## config.mk

```make
export PLATFORM = sky130hd
export DESIGN_NAME = pcie_capability_regs
export DESIGN_NICKNAME = d
export VERILOG_FILES = /design/src/logic/pcie_cap_pkg.sv /design/src/logic/cap_fields_if.sv /design/src/logic/slot_power_capture.sv /design/src/logic/latency_clamp.sv /design/src/logic/pcie_capability_regs.sv
export SDC_FILE = /design/constraint.sdc
export NUM_CORES = 1
export LEC_CHECK = 0
export BUFFER_PORTS_ARGS = -buffer_cell sky130_fd_sc_hd__buf_4
export CELL_PAD_IN_SITES_DETAIL_PLACEMENT = 2
export CELL_PAD_IN_SITES_GLOBAL_PLACEMENT = 2
export CORE_UTILIZATION = 26
export DETAILED_ROUTE_END_ITERATION = 10
export PLACE_DENSITY = 0.84
export REMOVE_ABC_BUFFERS = 1
export SLEW_MARGIN = 20
export SYNTH_ARGS = -nofsm -noshare
export SYNTH_HDL_FRONTEND = slang
export SYNTH_SLANG_ARGS = --single-unit
```

## constraint.sdc

```tcl
create_clock -name CLK -period 1.95 [get_ports CLK]
set_input_delay 0.39 -clock CLK [delete_from_list [all_inputs] [get_ports CLK]]
set_output_delay 0.39 -clock CLK [all_outputs]
set_load 0.03 [all_outputs]
```

## src/logic/pcie_cap_pkg.sv

```systemverilog
// Constants shared by the capability register bank and its helpers
package pcie_cap_pkg;
	// Register offsets in configuration space
	localparam logic [7:0] CAP_OFFSET = 8'h92;
	localparam logic [7:0] DEVCAP_OFFSET = 8'h94;
	localparam int CFG_ADDR_W = 8;
	localparam int CFG_DATA_W = 32;

	// Capabilities register fields
	localparam int CAP_RSVD_HI = 15;
	localparam int CAP_RSVD_LO = 9;
	localparam int CAP_SLOT_POS = 8;
	localparam int CAP_TYPE_HI = 7;
	localparam int CAP_TYPE_LO = 4;
	localparam int CAP_VER_HI = 3;
	localparam int CAP_VER_LO = 0;
	localparam logic [3:0] PORT_TYPE_BRIDGE = 4'h7;
	localparam logic [3:0] CAP_VERSION = 4'h1;
	localparam logic [15:0] CAP_RESET = 16'h0071;

	// Device capabilities register fields
	localparam int DC_RSVD_HI = 31;
	localparam int DC_RSVD_LO = 28;
	localparam int DC_RSVD_MID_HI = 17;
	localparam int DC_RSVD_MID_LO = 16;
	localparam int DC_SCALE_HI = 27;
	localparam int DC_SCALE_LO = 26;
	localparam int DC_VALUE_HI = 25;
	localparam int DC_VALUE_LO = 18;
	localparam int DC_ROLE_BASED_ERR_FLAG_POS = 15;
	localparam int DC_PIND_POS = 14;
	localparam int DC_AIND_POS = 13;
	localparam int DC_ABTN_POS = 12;
	localparam int DC_L1_HI = 11;
	localparam int DC_L1_LO = 9;
	localparam int DC_L0S_HI = 8;
	localparam int DC_L0S_LO = 6;
	localparam int DC_ETAG_POS = 5;
	localparam int DC_PFS_HI = 4;
	localparam int DC_PFS_LO = 3;
	localparam int DC_MPS_HI = 2;
	localparam int DC_MPS_LO = 0;
	localparam logic [2:0] MAX_PAYLOAD_512 = 3'h2;
	localparam logic [1:0] PHANTOM_NONE = 2'h0;
	localparam logic [31:0] DEVCAP_RESET = 32'h00008002;
	localparam logic [31:0] RDATA_RESET = 32'h00000000;

	// Slot power message payload layout
	localparam int MSG_PAYLOAD_W = 10;
	localparam int MSG_SCALE_HI = 9;
	localparam int MSG_SCALE_LO = 8;
	localparam int MSG_VALUE_HI = 7;
	localparam int MSG_VALUE_LO = 0;

	// Power scale multiplier codes
	typedef enum logic [1:0] {SCALE_X1, SCALE_X0P1, SCALE_X0P01, SCALE_X0P001} power_scale_e;

	// Latency fields and reset values for the latency, scale and value fields
	localparam int LAT_W = 3;
	localparam int LAT_KINDS = 2;
	localparam int LAT_L1 = 0;
	localparam int LAT_L0S = 1;
	localparam logic [2:0] LAT_RESET = 3'h0;
	localparam logic [1:0] SCALE_RESET = 2'h0;
	localparam logic [7:0] VALUE_RESET = 8'h00;
endpackage : pcie_cap_pkg

```

## src/logic/cap_fields_if.sv

```systemverilog
// Fields passed from the helper modules to the register bank
`timescale 1ns/1ps
`default_nettype none
interface cap_fields_if;
	logic [1:0] scale;
	logic [7:0] value;
	logic [2:0] lat [pcie_cap_pkg::LAT_KINDS];

	modport capture (output scale, output value);
	modport clamp (output lat);
	modport bank (input scale, input value, input lat);
endinterface : cap_fields_if
`default_nettype wire

```

## src/logic/slot_power_capture.sv

```systemverilog
// Holds the slot power limit captured from the latest message
`timescale 1ns/1ps
`default_nettype none
module slot_power_capture (
	input wire logic clk,
	input wire logic rst_b,
	input wire logic msg_valid,
	input wire logic [pcie_cap_pkg::MSG_PAYLOAD_W-1:0] msg_payload,
	cap_fields_if.capture fields
);
	logic [1:0] scale;
	logic [7:0] value;
	logic [1:0] next_scale;
	logic [7:0] next_value;

	// Load on a message, otherwise hold the last one
	assign next_scale = msg_valid ?
		msg_payload[pcie_cap_pkg::MSG_SCALE_HI:pcie_cap_pkg::MSG_SCALE_LO] : scale;
	assign next_value = msg_valid ?
		msg_payload[pcie_cap_pkg::MSG_VALUE_HI:pcie_cap_pkg::MSG_VALUE_LO] : value;

	// Captured fields, cleared by reset
	always_ff @(posedge clk or negedge rst_b) begin
		if (!rst_b) begin
			scale <= pcie_cap_pkg::SCALE_RESET;
			value <= pcie_cap_pkg::VALUE_RESET;
		end else begin
			scale <= next_scale;
			value <= next_value;
		end
	end

	// Scale code passes through unchanged
	assign fields.scale = scale;
	assign fields.value = value;
endmodule : slot_power_capture
`default_nettype wire

```

## src/logic/latency_clamp.sv

```systemverilog
// Reports a programmed acceptable latency, registered and raised to the exit latency when below it; zero in reset
`timescale 1ns/1ps
`default_nettype none
module latency_clamp #(
	parameter int IDX = 0
) (
	input wire logic clk,
	input wire logic rst_b,
	input wire logic [pcie_cap_pkg::LAT_W-1:0] programmed,
	input wire logic [pcie_cap_pkg::LAT_W-1:0] exit_lat,
	cap_fields_if.clamp fields
);
	logic [pcie_cap_pkg::LAT_W-1:0] reported;
	logic [pcie_cap_pkg::LAT_W-1:0] next_reported;

	// Larger of programmed value and exit latency
	assign next_reported = (programmed < exit_lat) ? exit_lat : programmed;

	// Reported field, zero after reset
	always_ff @(posedge clk or negedge rst_b) begin
		if (!rst_b) begin
			reported <= pcie_cap_pkg::LAT_RESET;
		end else begin
			reported <= next_reported;
		end
	end

	assign fields.lat[IDX] = reported;
endmodule : latency_clamp
`default_nettype wire

```

## src/logic/pcie_capability_regs.sv

```systemverilog
// Read-only PCIe capability and device capability registers
`timescale 1ns/1ps
`default_nettype none
module pcie_capability_regs (
	input wire logic CLK,
	input wire logic RST_B,
	input wire logic CFG_RD,
	input wire logic CFG_WR,
	input wire logic [7:0] CFG_ADDR,
	input wire logic [31:0] CFG_WDATA,
	input wire logic MSG_SLOT_PWR_VALID,
	input wire logic [9:0] MSG_SLOT_PWR_PAYLOAD,
	input wire logic [2:0] GEN_GEN_CTRL_A,
	input wire logic [2:0] GEN_GEN_CTRL_B,
	input wire logic [2:0] PHY_L1_EXIT_LAT,
	input wire logic [2:0] PHY_L0S_EXIT_LAT,
	output logic [31:0] CFG_RDATA,
	output logic CFG_RD_ACK,
	output logic CFG_WR_ACK,
	output logic CFG_HIT,
	output logic [15:0] CAP_VALUE,
	output logic [31:0] DEVCAP_VALUE
);
	// Which register an address selects
	typedef enum {SEL_NONE, SEL_CAP, SEL_DEVCAP} reg_sel_e;

	// Address decode shared by reads and writes
	function automatic reg_sel_e decode(input logic [7:0] addr);
		reg_sel_e sel;
		sel = SEL_NONE;
		case (addr)
			pcie_cap_pkg::CAP_OFFSET: begin
				sel = SEL_CAP;
			end
			pcie_cap_pkg::DEVCAP_OFFSET: begin
				sel = SEL_DEVCAP;
			end
			default: begin
				sel = SEL_NONE;
			end
		endcase
		return sel;
	endfunction : decode

	cap_fields_if fields ();

	logic [2:0] programmed [pcie_cap_pkg::LAT_KINDS];
	logic [2:0] exit_lat [pcie_cap_pkg::LAT_KINDS];
	logic [15:0] cap_word;
	logic [31:0] devcap_word;
	reg_sel_e rd_sel;
	reg_sel_e wr_sel;
	logic rd_hit;
	logic wr_hit;
	logic [31:0] next_rdata;
	logic [31:0] rdata;
	logic rd_ack;
	logic wr_ack;
	logic hit;
	logic [15:0] cap_q;
	logic [31:0] devcap_q;

	// Captured slot power limit from messages
	slot_power_capture u_capture (
		.clk(CLK),
		.rst_b(RST_B),
		.msg_valid(MSG_SLOT_PWR_VALID),
		.msg_payload(MSG_SLOT_PWR_PAYLOAD),
		.fields(fields.capture)
	);

	// Mirrored control fields and PHY exit latencies per state
	assign programmed[pcie_cap_pkg::LAT_L1] = GEN_GEN_CTRL_A;
	assign programmed[pcie_cap_pkg::LAT_L0S] = GEN_GEN_CTRL_B;
	assign exit_lat[pcie_cap_pkg::LAT_L1] = PHY_L1_EXIT_LAT;
	assign exit_lat[pcie_cap_pkg::LAT_L0S] = PHY_L0S_EXIT_LAT;

	// One clamp per link state
	generate
		for (genvar k = 0; k < pcie_cap_pkg::LAT_KINDS; k++) begin : g_lat
			latency_clamp #(
				.IDX(k)
			) u_clamp (
				.clk(CLK),
				.rst_b(RST_B),
				.programmed(programmed[k]),
				.exit_lat(exit_lat[k]),
				.fields(fields.clamp)
			);
		end
	endgenerate

	// Capabilities word, fixed fields only
	assign cap_word[pcie_cap_pkg::CAP_RSVD_HI:pcie_cap_pkg::CAP_RSVD_LO] = 7'h00;
	assign cap_word[pcie_cap_pkg::CAP_SLOT_POS] = 1'b0;
	assign cap_word[pcie_cap_pkg::CAP_TYPE_HI:pcie_cap_pkg::CAP_TYPE_LO] =
		pcie_cap_pkg::PORT_TYPE_BRIDGE;
	assign cap_word[pcie_cap_pkg::CAP_VER_HI:pcie_cap_pkg::CAP_VER_LO] =
		pcie_cap_pkg::CAP_VERSION;

	// Device capabilities word: reserved and hardwired bits
	assign devcap_word[pcie_cap_pkg::DC_RSVD_HI:pcie_cap_pkg::DC_RSVD_LO] = 4'h0;
	assign devcap_word[pcie_cap_pkg::DC_RSVD_MID_HI:pcie_cap_pkg::DC_RSVD_MID_LO] = 2'h0;
	assign devcap_word[pcie_cap_pkg::DC_ROLE_BASED_ERR_FLAG_POS] = 1'b1;
	assign devcap_word[pcie_cap_pkg::DC_PIND_POS] = 1'b0;
	assign devcap_word[pcie_cap_pkg::DC_AIND_POS] = 1'b0;
	assign devcap_word[pcie_cap_pkg::DC_ABTN_POS] = 1'b0;
	assign devcap_word[pcie_cap_pkg::DC_ETAG_POS] = 1'b0;
	assign devcap_word[pcie_cap_pkg::DC_PFS_HI:pcie_cap_pkg::DC_PFS_LO] =
		pcie_cap_pkg::PHANTOM_NONE;
	assign devcap_word[pcie_cap_pkg::DC_MPS_HI:pcie_cap_pkg::DC_MPS_LO] =
		pcie_cap_pkg::MAX_PAYLOAD_512;

	// Device capabilities word: captured and mirrored fields
	assign devcap_word[pcie_cap_pkg::DC_SCALE_HI:pcie_cap_pkg::DC_SCALE_LO] =
		fields.scale;
	assign devcap_word[pcie_cap_pkg::DC_VALUE_HI:pcie_cap_pkg::DC_VALUE_LO] =
		fields.value;
	assign devcap_word[pcie_cap_pkg::DC_L1_HI:pcie_cap_pkg::DC_L1_LO] =
		fields.lat[pcie_cap_pkg::LAT_L1];
	assign devcap_word[pcie_cap_pkg::DC_L0S_HI:pcie_cap_pkg::DC_L0S_LO] =
		fields.lat[pcie_cap_pkg::LAT_L0S];

	// Access decode
	assign rd_sel = decode(CFG_ADDR);
	assign wr_sel = decode(CFG_ADDR);
	assign rd_hit = CFG_RD && (rd_sel != SEL_NONE);
	assign wr_hit = CFG_WR && (wr_sel != SEL_NONE);

	// Read data select; unmapped reads return zero
	always_comb begin
		next_rdata = rdata;
		if (CFG_RD) begin
			case (rd_sel)
				SEL_CAP: begin
					next_rdata = {16'h0000, cap_word};
				end
				SEL_DEVCAP: begin
					next_rdata = devcap_word;
				end
				default: begin
					next_rdata = 32'h00000000;
				end
			endcase
		end
	end

	// Read data holds until the next read
	always_ff @(posedge CLK or negedge RST_B) begin
		if (!RST_B) begin
			rdata <= pcie_cap_pkg::RDATA_RESET;
		end else begin
			rdata <= next_rdata;
		end
	end

	// Acknowledge strobes; write data is dropped
	always_ff @(posedge CLK or negedge RST_B) begin
		if (!RST_B) begin
			rd_ack <= 1'b0;
			wr_ack <= 1'b0;
			hit <= 1'b0;
		end else begin
			rd_ack <= CFG_RD;
			wr_ack <= CFG_WR;
			hit <= rd_hit || wr_hit;
		end
	end

	// Live copies of both registers for observation
	always_ff @(posedge CLK or negedge RST_B) begin
		if (!RST_B) begin
			cap_q <= pcie_cap_pkg::CAP_RESET;
			devcap_q <= pcie_cap_pkg::DEVCAP_RESET;
		end else begin
			cap_q <= cap_word;
			devcap_q <= devcap_word;
		end
	end

	// Outputs straight from flip-flops
	assign CFG_RDATA = rdata;
	assign CFG_RD_ACK = rd_ack;
	assign CFG_WR_ACK = wr_ack;
	assign CFG_HIT = hit;
	assign CAP_VALUE = cap_q;
	assign DEVCAP_VALUE = devcap_q;
endmodule : pcie_capability_regs
`default_nettype wire

```

==> flow_summary_export.csv, run 1 <==
group,metric,value,unit
route,first_pass_iters,3,
clocking,cts_sinks,53,
clocking,clkSlewWorstSetupHoldPaths,90,ps
power_and_ir_drop,p_int,1720,uW
worst_setup_path,required,2110,ps
global_routing,track_usage,11.5,%
route,ant_nets,0,
worst_setup_path,r2r-end,"CFG_RDATA[5]",
route,wl_met3,342,um
global_routing,grt_max_degree,54,
finish,fin_area,2970,um^2
finish,drive_above_1_share,37.1,%
sta,timing.slew.headroom,54.8,%
synthesis,seq_area_frac_synth,56.3,%
floorplanning,io_pins,150,
sta,slew_viol_final,0,
worst_setup_path,critPathMaxFanout,15,
floorplanning,core-area,8760,um^2
synthesis,synth.avg_cell_area,11.6,um^2
global_routing,grt_pass1_vias,1692,
floorplanning,die_w,97.2,um
placement,dp_slack,-142,ps
worst_setup_path,cp_cell_sequence,"buf_4 -> nor4b_2 -> nand3b_1 -> or3b_1 -> ha_1 -> buf_12 -> nand3_1 -> o21ai_0",
placement,placed_area,2850,um^2
run_status,run_status,"completed",
global_routing,grt_pass1_wl,8.54,mm
route,drt-initial-drc-count,13,
route,wirelength,5.26,mm
sta,finalCritPeriodShare,90.6,%
global_routing,antenna_found_initial,0,
sta,fmax,566,MHz
sta,final-hold-violation-count,0,
route,route.vias.total,1543,
power_and_ir_drop,switchingPower,657,uW
power_and_ir_drop,seq_power_share,50.7,%
power_and_ir_drop,power_frac_clock,32.0,%
power_and_ir_drop,power_density,802,nW/um^2
route,drc_errors,0,
sta,rsz0062_at_grt,"no",
finish,area_delta_synth_final,26.0,%
worst_setup_path,critPathCaptureType,"flop",
worst_setup_path,r2r-start,"CFG_RDATA[5]",
route,top_layer,"met4",
route,wl_met1,2.08,mm
clocking,cts_buffers,5,
flow_run,cap_viol_max_count,0,
power_and_ir_drop,ir_drop,0.000288,V
synthesis,synth_cells,203,
global_routing,grt_remaining_overflow,0,
finish,layout.nets,349,
clocking,insertion_delay,290,ps
synthesis,ys_ff_latch,53,
sta,layout_setup_ws,184,ps
synthesis,synth_cell_types,20,
worst_setup_path,start_kind,"input pin",
sta,fin_hold_ws,126,ps
floorplanning,num_rows,34,
power_and_ir_drop,leakage,0.00146,uW
floorplanning,die_height,97.2,um
placement,gp_congestion,0.690,
worst_setup_path,r2r_slack,1150,ps
sta,min_period,1770,ps
sta,worst_pin_slew,678,ps
worst_hold_path,min_path_type,"in -> async",
clocking,cts_tree,"yes",
power_and_ir_drop,swShare,27.6,%
synthesis,syn_area,2350,um^2
finish,n_antenna_cell,0,
worst_setup_path,critical_path_class,"in -> reg",
placement,dp_hpwl,4.01,mm
clocking,clk_path_buf_depth,2,
worst_setup_path,cp_data_arrival_time,1930,ps
placement,io_buffer_count,74,
synthesis,yosys_warnings,0,
floorplanning,start_util,26.9,%
sta,clock_skew,3.83,ps
clocking,postCtsSetupRepairBufs,0,
power_and_ir_drop,combPwrFrac,17.3,%
worst_setup_path,r2r_cells,1,
finish,final_common_cell,"buf_4",
route,via_per_inst,4.03,
worst_setup_path,critPathMaxStageDelay,410,ps
route,wire_per_inst,13.7,um
worst_setup_path,cp_top_family,"simple AND/OR/NAND/NOR gates",
sta,finalSetupViolCount,0,
clocking,cts_resized,0,
route,wl_met2,2.79,mm
clocking,ctsRootBufferMaster,"clkbuf_8",
clocking,cts_max_level,2,
finish,final_cell_mix,"buf_4, dfrtp_1, conb_1",
worst_setup_path,cp_slowest_cell,"or3b_1",
worst_setup_path,path_buf_inv,2,
floorplanning,dieArea,9440,um^2
clocking,hold_buffers,0,
[routing by layer]
layer  up-vias  GRT usage, %
met5         -             0
met4         0          3.10
met3         4          3.09
met2        67          20.7
met1       767          13.3
li1        705             -
[area by class of cell]
type | instances | area [um^2]
Tap cell | 108 | 135
Timing Repair Buffer | 76 | 583
Inverter | 20 | 75.1
Sequential cell | 53 | 1330
Multi-Input combinational cell | 118 | 732
Fill cell | 964 | 5800
Clock buffer | 7 | 86.3
Clock inverter | 1 | 30.0
[per-stage QoR]
| step | utilization, % | TNS [ps] | total power [uW] | cells |
|---|---|---|---|---|
| finish | 33.9 | 0 | 2380 | 383 |
| global route | 33.9 | 0 | 2490 | 383 |
| CTS | 33.9 | 0 | 2430 | 383 |
| detailed placement | 32.5 | -1900 | 1650 | 375 |
| global placement | 32.5 | -755 | 1630 | 375 |
| floorplan | - | 0 | 1460 | 191 |
[synth_stat cells]
cell type	number	area [um^2]
a21oi_1	3	15.0
buf_2	3	15.0
buf_4	46	345
clkbuf_1	4	15.0
conb_1	2	7.51
dfrtp_1	53	1330
ha_1	8	100
inv_1	20	75.1
mux2_2	18	203
nand2_1	3	11.3
nand3_1	15	75.1
nand3b_1	1	7.51
nor2_1	2	7.51
nor2b_1	2	12.5
nor3b_1	2	15.0
nor4b_2	1	15.0
o21ai_0	16	80.1
o21ai_1	1	5.00
o22ai_1	1	6.26
or3b_1	2	17.5
[cell families (layout without fill, tap and decap cells)]
group,after synthesis,after routing,synth area share (%)
buffers and inverters,73,104,19.1
DFF,53,53,56.3
and+or+nand+nor,28,28,6.85
AOI/OAI and AO/OA,21,21,4.52
muxes,18,18,8.61
other,2,43,0.319
adders and majority gates,8,8,4.25
[state kept, by name (all words and copies together), names as in the netlist]
name                    cells
CFG_RD_ACK                  1
g_lat.u_clamp.reported      6
u_capture.fields.scale      2
DEVCAP_VALUE               16
CFG_RDATA                  18
CFG_WR_ACK                  1
u_capture.fields.value      8
CFG_HIT                     1
[how the worst max path moves through the flow]
stage | startpoint | end | slack, ps | cells past startpoint
3_5_place_dp | CFG_ADDR[0] | CFG_RDATA[23] | -140 | 8
4_1_cts | CFG_ADDR[0] | CFG_RDATA[24] | 180 | 8
2_1_floorplan | CFG_ADDR[0] | CFG_RDATA[6] | 70 | 6
5_1_grt | CFG_ADDR[0] | CFG_RDATA[23] | 100 | 8
3_3_place_gp | CFG_ADDR[0] | CFG_RDATA[20] | -60 | 8
6_report | CFG_ADDR[0] | CFG_RDATA[23] | 180 | 8
[power groups by stage]
stage	Sequential, uW	Combinational (uW)	Clock [uW]
2_1_floorplan	1300	167	0
3_3_place_gp	1220	409	0
3_5_place_dp	1230	418	0
4_1_cts	1210	418	803
5_1_grt	1210	440	838
6_report	1210	412	762
(Power assumes the default switching activity.)
==> run 2, diff against run 1 <==
- BUFFER_PORTS_ARGS: -buffer_cell sky130_fd_sc_hd__buf_4 -> default
- CORE_UTILIZATION: 26 -> 38
- CTS_CLUSTER_DIAMETER: default -> 150
- DONT_BUFFER_PORTS: default -> 1
- PLACE_DENSITY: 0.84 -> 0.82
- SKIP_LAST_GASP: default -> 1
==> run 2 against run 1 <==
  * Global-route usage grew 2.3 points
  * Sequential power up 7%
  * Critical endpoint unchanged
  * Critical path depth is 1 lower
  * Combinational power down 50%
  * Clock power fell by 2%
  * Via count fell by 20%
  * Core utilization is 6.4 points higher
  * Routed wire length decreased by 18%
==> flow_summary_export.csv, run 2 (synthesis results as in run 1) <==
group,metric,value,unit
worst_setup_path,r2r-end,"CFG_RDATA[5]",
route,top_layer,"met4",
worst_setup_path,r2r_slack,710,ps
global_routing,grt_pass1_wl,6.71,mm
worst_setup_path,cp_data_arrival_time,1840,ps
clocking,cts_sinks,53,
worst_setup_path,critPathMaxStageDelay,420,ps
worst_setup_path,crit_cells,7,
clocking,cts_resized,0,
finish,n_antenna_cell,0,
clocking,hold_buffers,2,
finish,final_cell_mix,"dfrtp_1, conb_1, inv_1",
clocking,clk_path_buf_depth,2,
placement,io_buffer_count,0,
sta,timing.slew.headroom,46.2,%
sta,min_period,1670,ps
clocking,cts_buffers,5,
finish,regArea,1330,um^2
sta,worst_pin_slew,807,ps
power_and_ir_drop,finalPower,2240,uW
finish,area_delta_synth_final,1.75,%
route,wirelength,4.29,mm
clocking,ctsRootBufferMaster,"clkbuf_8",
worst_setup_path,critical_path_class,"in -> reg",
worst_setup_path,start_kind,"input pin",
power_and_ir_drop,ir_drop,0.000328,V
worst_hold_path,min_path_type,"in -> reg",
sta,clock_skew,4.29,ps
floorplanning,start_util,39.5,%
route,wire_per_inst,15.4,um
route,ant_nets,0,
sta,tns,0,ps
finish,final_common_cell,"dfrtp_1",
finish,fillCellCount,636,
floorplanning,io_pins,150,
global_routing,track_usage,13.7,%
worst_setup_path,cp_slowest_cell,"or3b_1",
clocking,cts_tree,"yes",
run_status,run_status,"completed",
worst_setup_path,critPathLaunch,"CFG_ADDR[0]",
sta,slew_viol_final,0,
finish,layout.nets,277,
power_and_ir_drop,power_density,935,nW/um^2
route,first_pass_iters,2,
global_routing,grt_max_degree,54,
finish,largest_reg_flops,18,
floorplanning,die_w,80.7,um
route,via_per_inst,4.45,
global_routing,antenna_found_initial,0,
sta,rsz0062_at_grt,"no",
route,route.vias.total,1237,
worst_setup_path,crit_path_end,"CFG_RDATA[23]",
route,drc_errors,0,
worst_setup_path,cp_cell_sequence,"nor4b_2 -> nand3b_1 -> or3b_1 -> ha_1 -> buf_4 -> nand3_1 -> o21ai_0",
clocking,clkSlewWorstSetupHoldPaths,90,ps
route,drt-initial-drc-count,23,
clocking,postCtsSetupRepairBufs,0,
placement,gp_congestion,0.660,
floorplanning,core-area,5960,um^2
worst_setup_path,r2r-start,"CFG_RDATA[5]",
clocking,cts_max_level,2,
route,wl_met3,421,um
floorplanning,num_rows,28,
route,wl_met1,1.53,mm
sta,finalCritPeriodShare,85.6,%
worst_setup_path,required,2110,ps
finish,drive_above_1_share,14.3,%
sta,final-hold-violation-count,0,
floorplanning,dieArea,6520,um^2
worst_setup_path,path_buf_inv,1,
flow_run,cap_viol_max_count,0,
finish,multi_input_area,732,um^2
power_and_ir_drop,leakage,0.00110,uW
global_routing,grt_pass1_vias,1342,
floorplanning,die_height,80.7,um
sta,fmax,599,MHz
placement,dp_hpwl,3.22,mm
worst_setup_path,critPathMaxFanout,10,
global_routing,grt_remaining_overflow,0,
clocking,insertion_delay,290,ps
worst_setup_path,cp_top_family,"simple AND/OR/NAND/NOR gates",
worst_setup_path,critPathCaptureType,"flop",
worst_setup_path,r2r_cells,1,
route,wl_met2,2.32,mm
sta,finalSetupViolCount,0,
-- run 2: area by class of cell --
class | instances | area share, %
Sequential cell | 53 | 55.4
Multi-Input combinational cell | 118 | 30.5
Tap cell | 75 | 3.92
Clock buffer | 7 | 3.60
Inverter | 20 | 3.13
Timing Repair Buffer | 4 | 2.19
Clock inverter | 1 | 1.25
-- run 2: per-layer routing --
| metal | track usage [%] | up-vias |
|---|---|---|
| li1 | - | 558 |
| met3 | 5.00 | 5 |
| met1 | 14.7 | 609 |
| met5 | 0 | - |
| met2 | 25.5 | 65 |
| met4 | 3.21 | 0 |
-- run 2: where the power goes --
group	internal (uW)	leakage (uW)	switching, uW
Clock	419	0.0000585	328
Combinational	52.5	0.000383	156
Sequential	1170	0.000662	118
-- run 2: how the worst min path moves through the flow --
stage                 from               end  slack [ps]  cells after the start
floorplan            RST_B           CFG_HIT          90                      0
global placement     RST_B     CFG_RDATA[20]         100                      0
detailed placement   RST_B  DEVCAP_VALUE[21]         100                      0
CTS                 CFG_WR        CFG_WR_ACK         100                      0
global route        CFG_WR        CFG_WR_ACK          90                      0
finish              CFG_WR        CFG_WR_ACK         120                      0
-- run 2: per-stage QoR --
step / instance area (um^2) / util [%] / worst slack [ps] / hold slack, ps / instances
floorplan: 2130 / - / 72.5 / 94.4 / 191
global placement: 2240 / 37.6 / 33.2 / 95.5 / 268
CTS: 2400 / 40.2 / 277 / 103 / 278
finish: 2400 / 40.2 / 280 / 118 / 278
detailed placement: 2240 / 37.6 / -47.6 / 95.4 / 268
global route: 2400 / 40.2 / 171 / 94.8 / 278
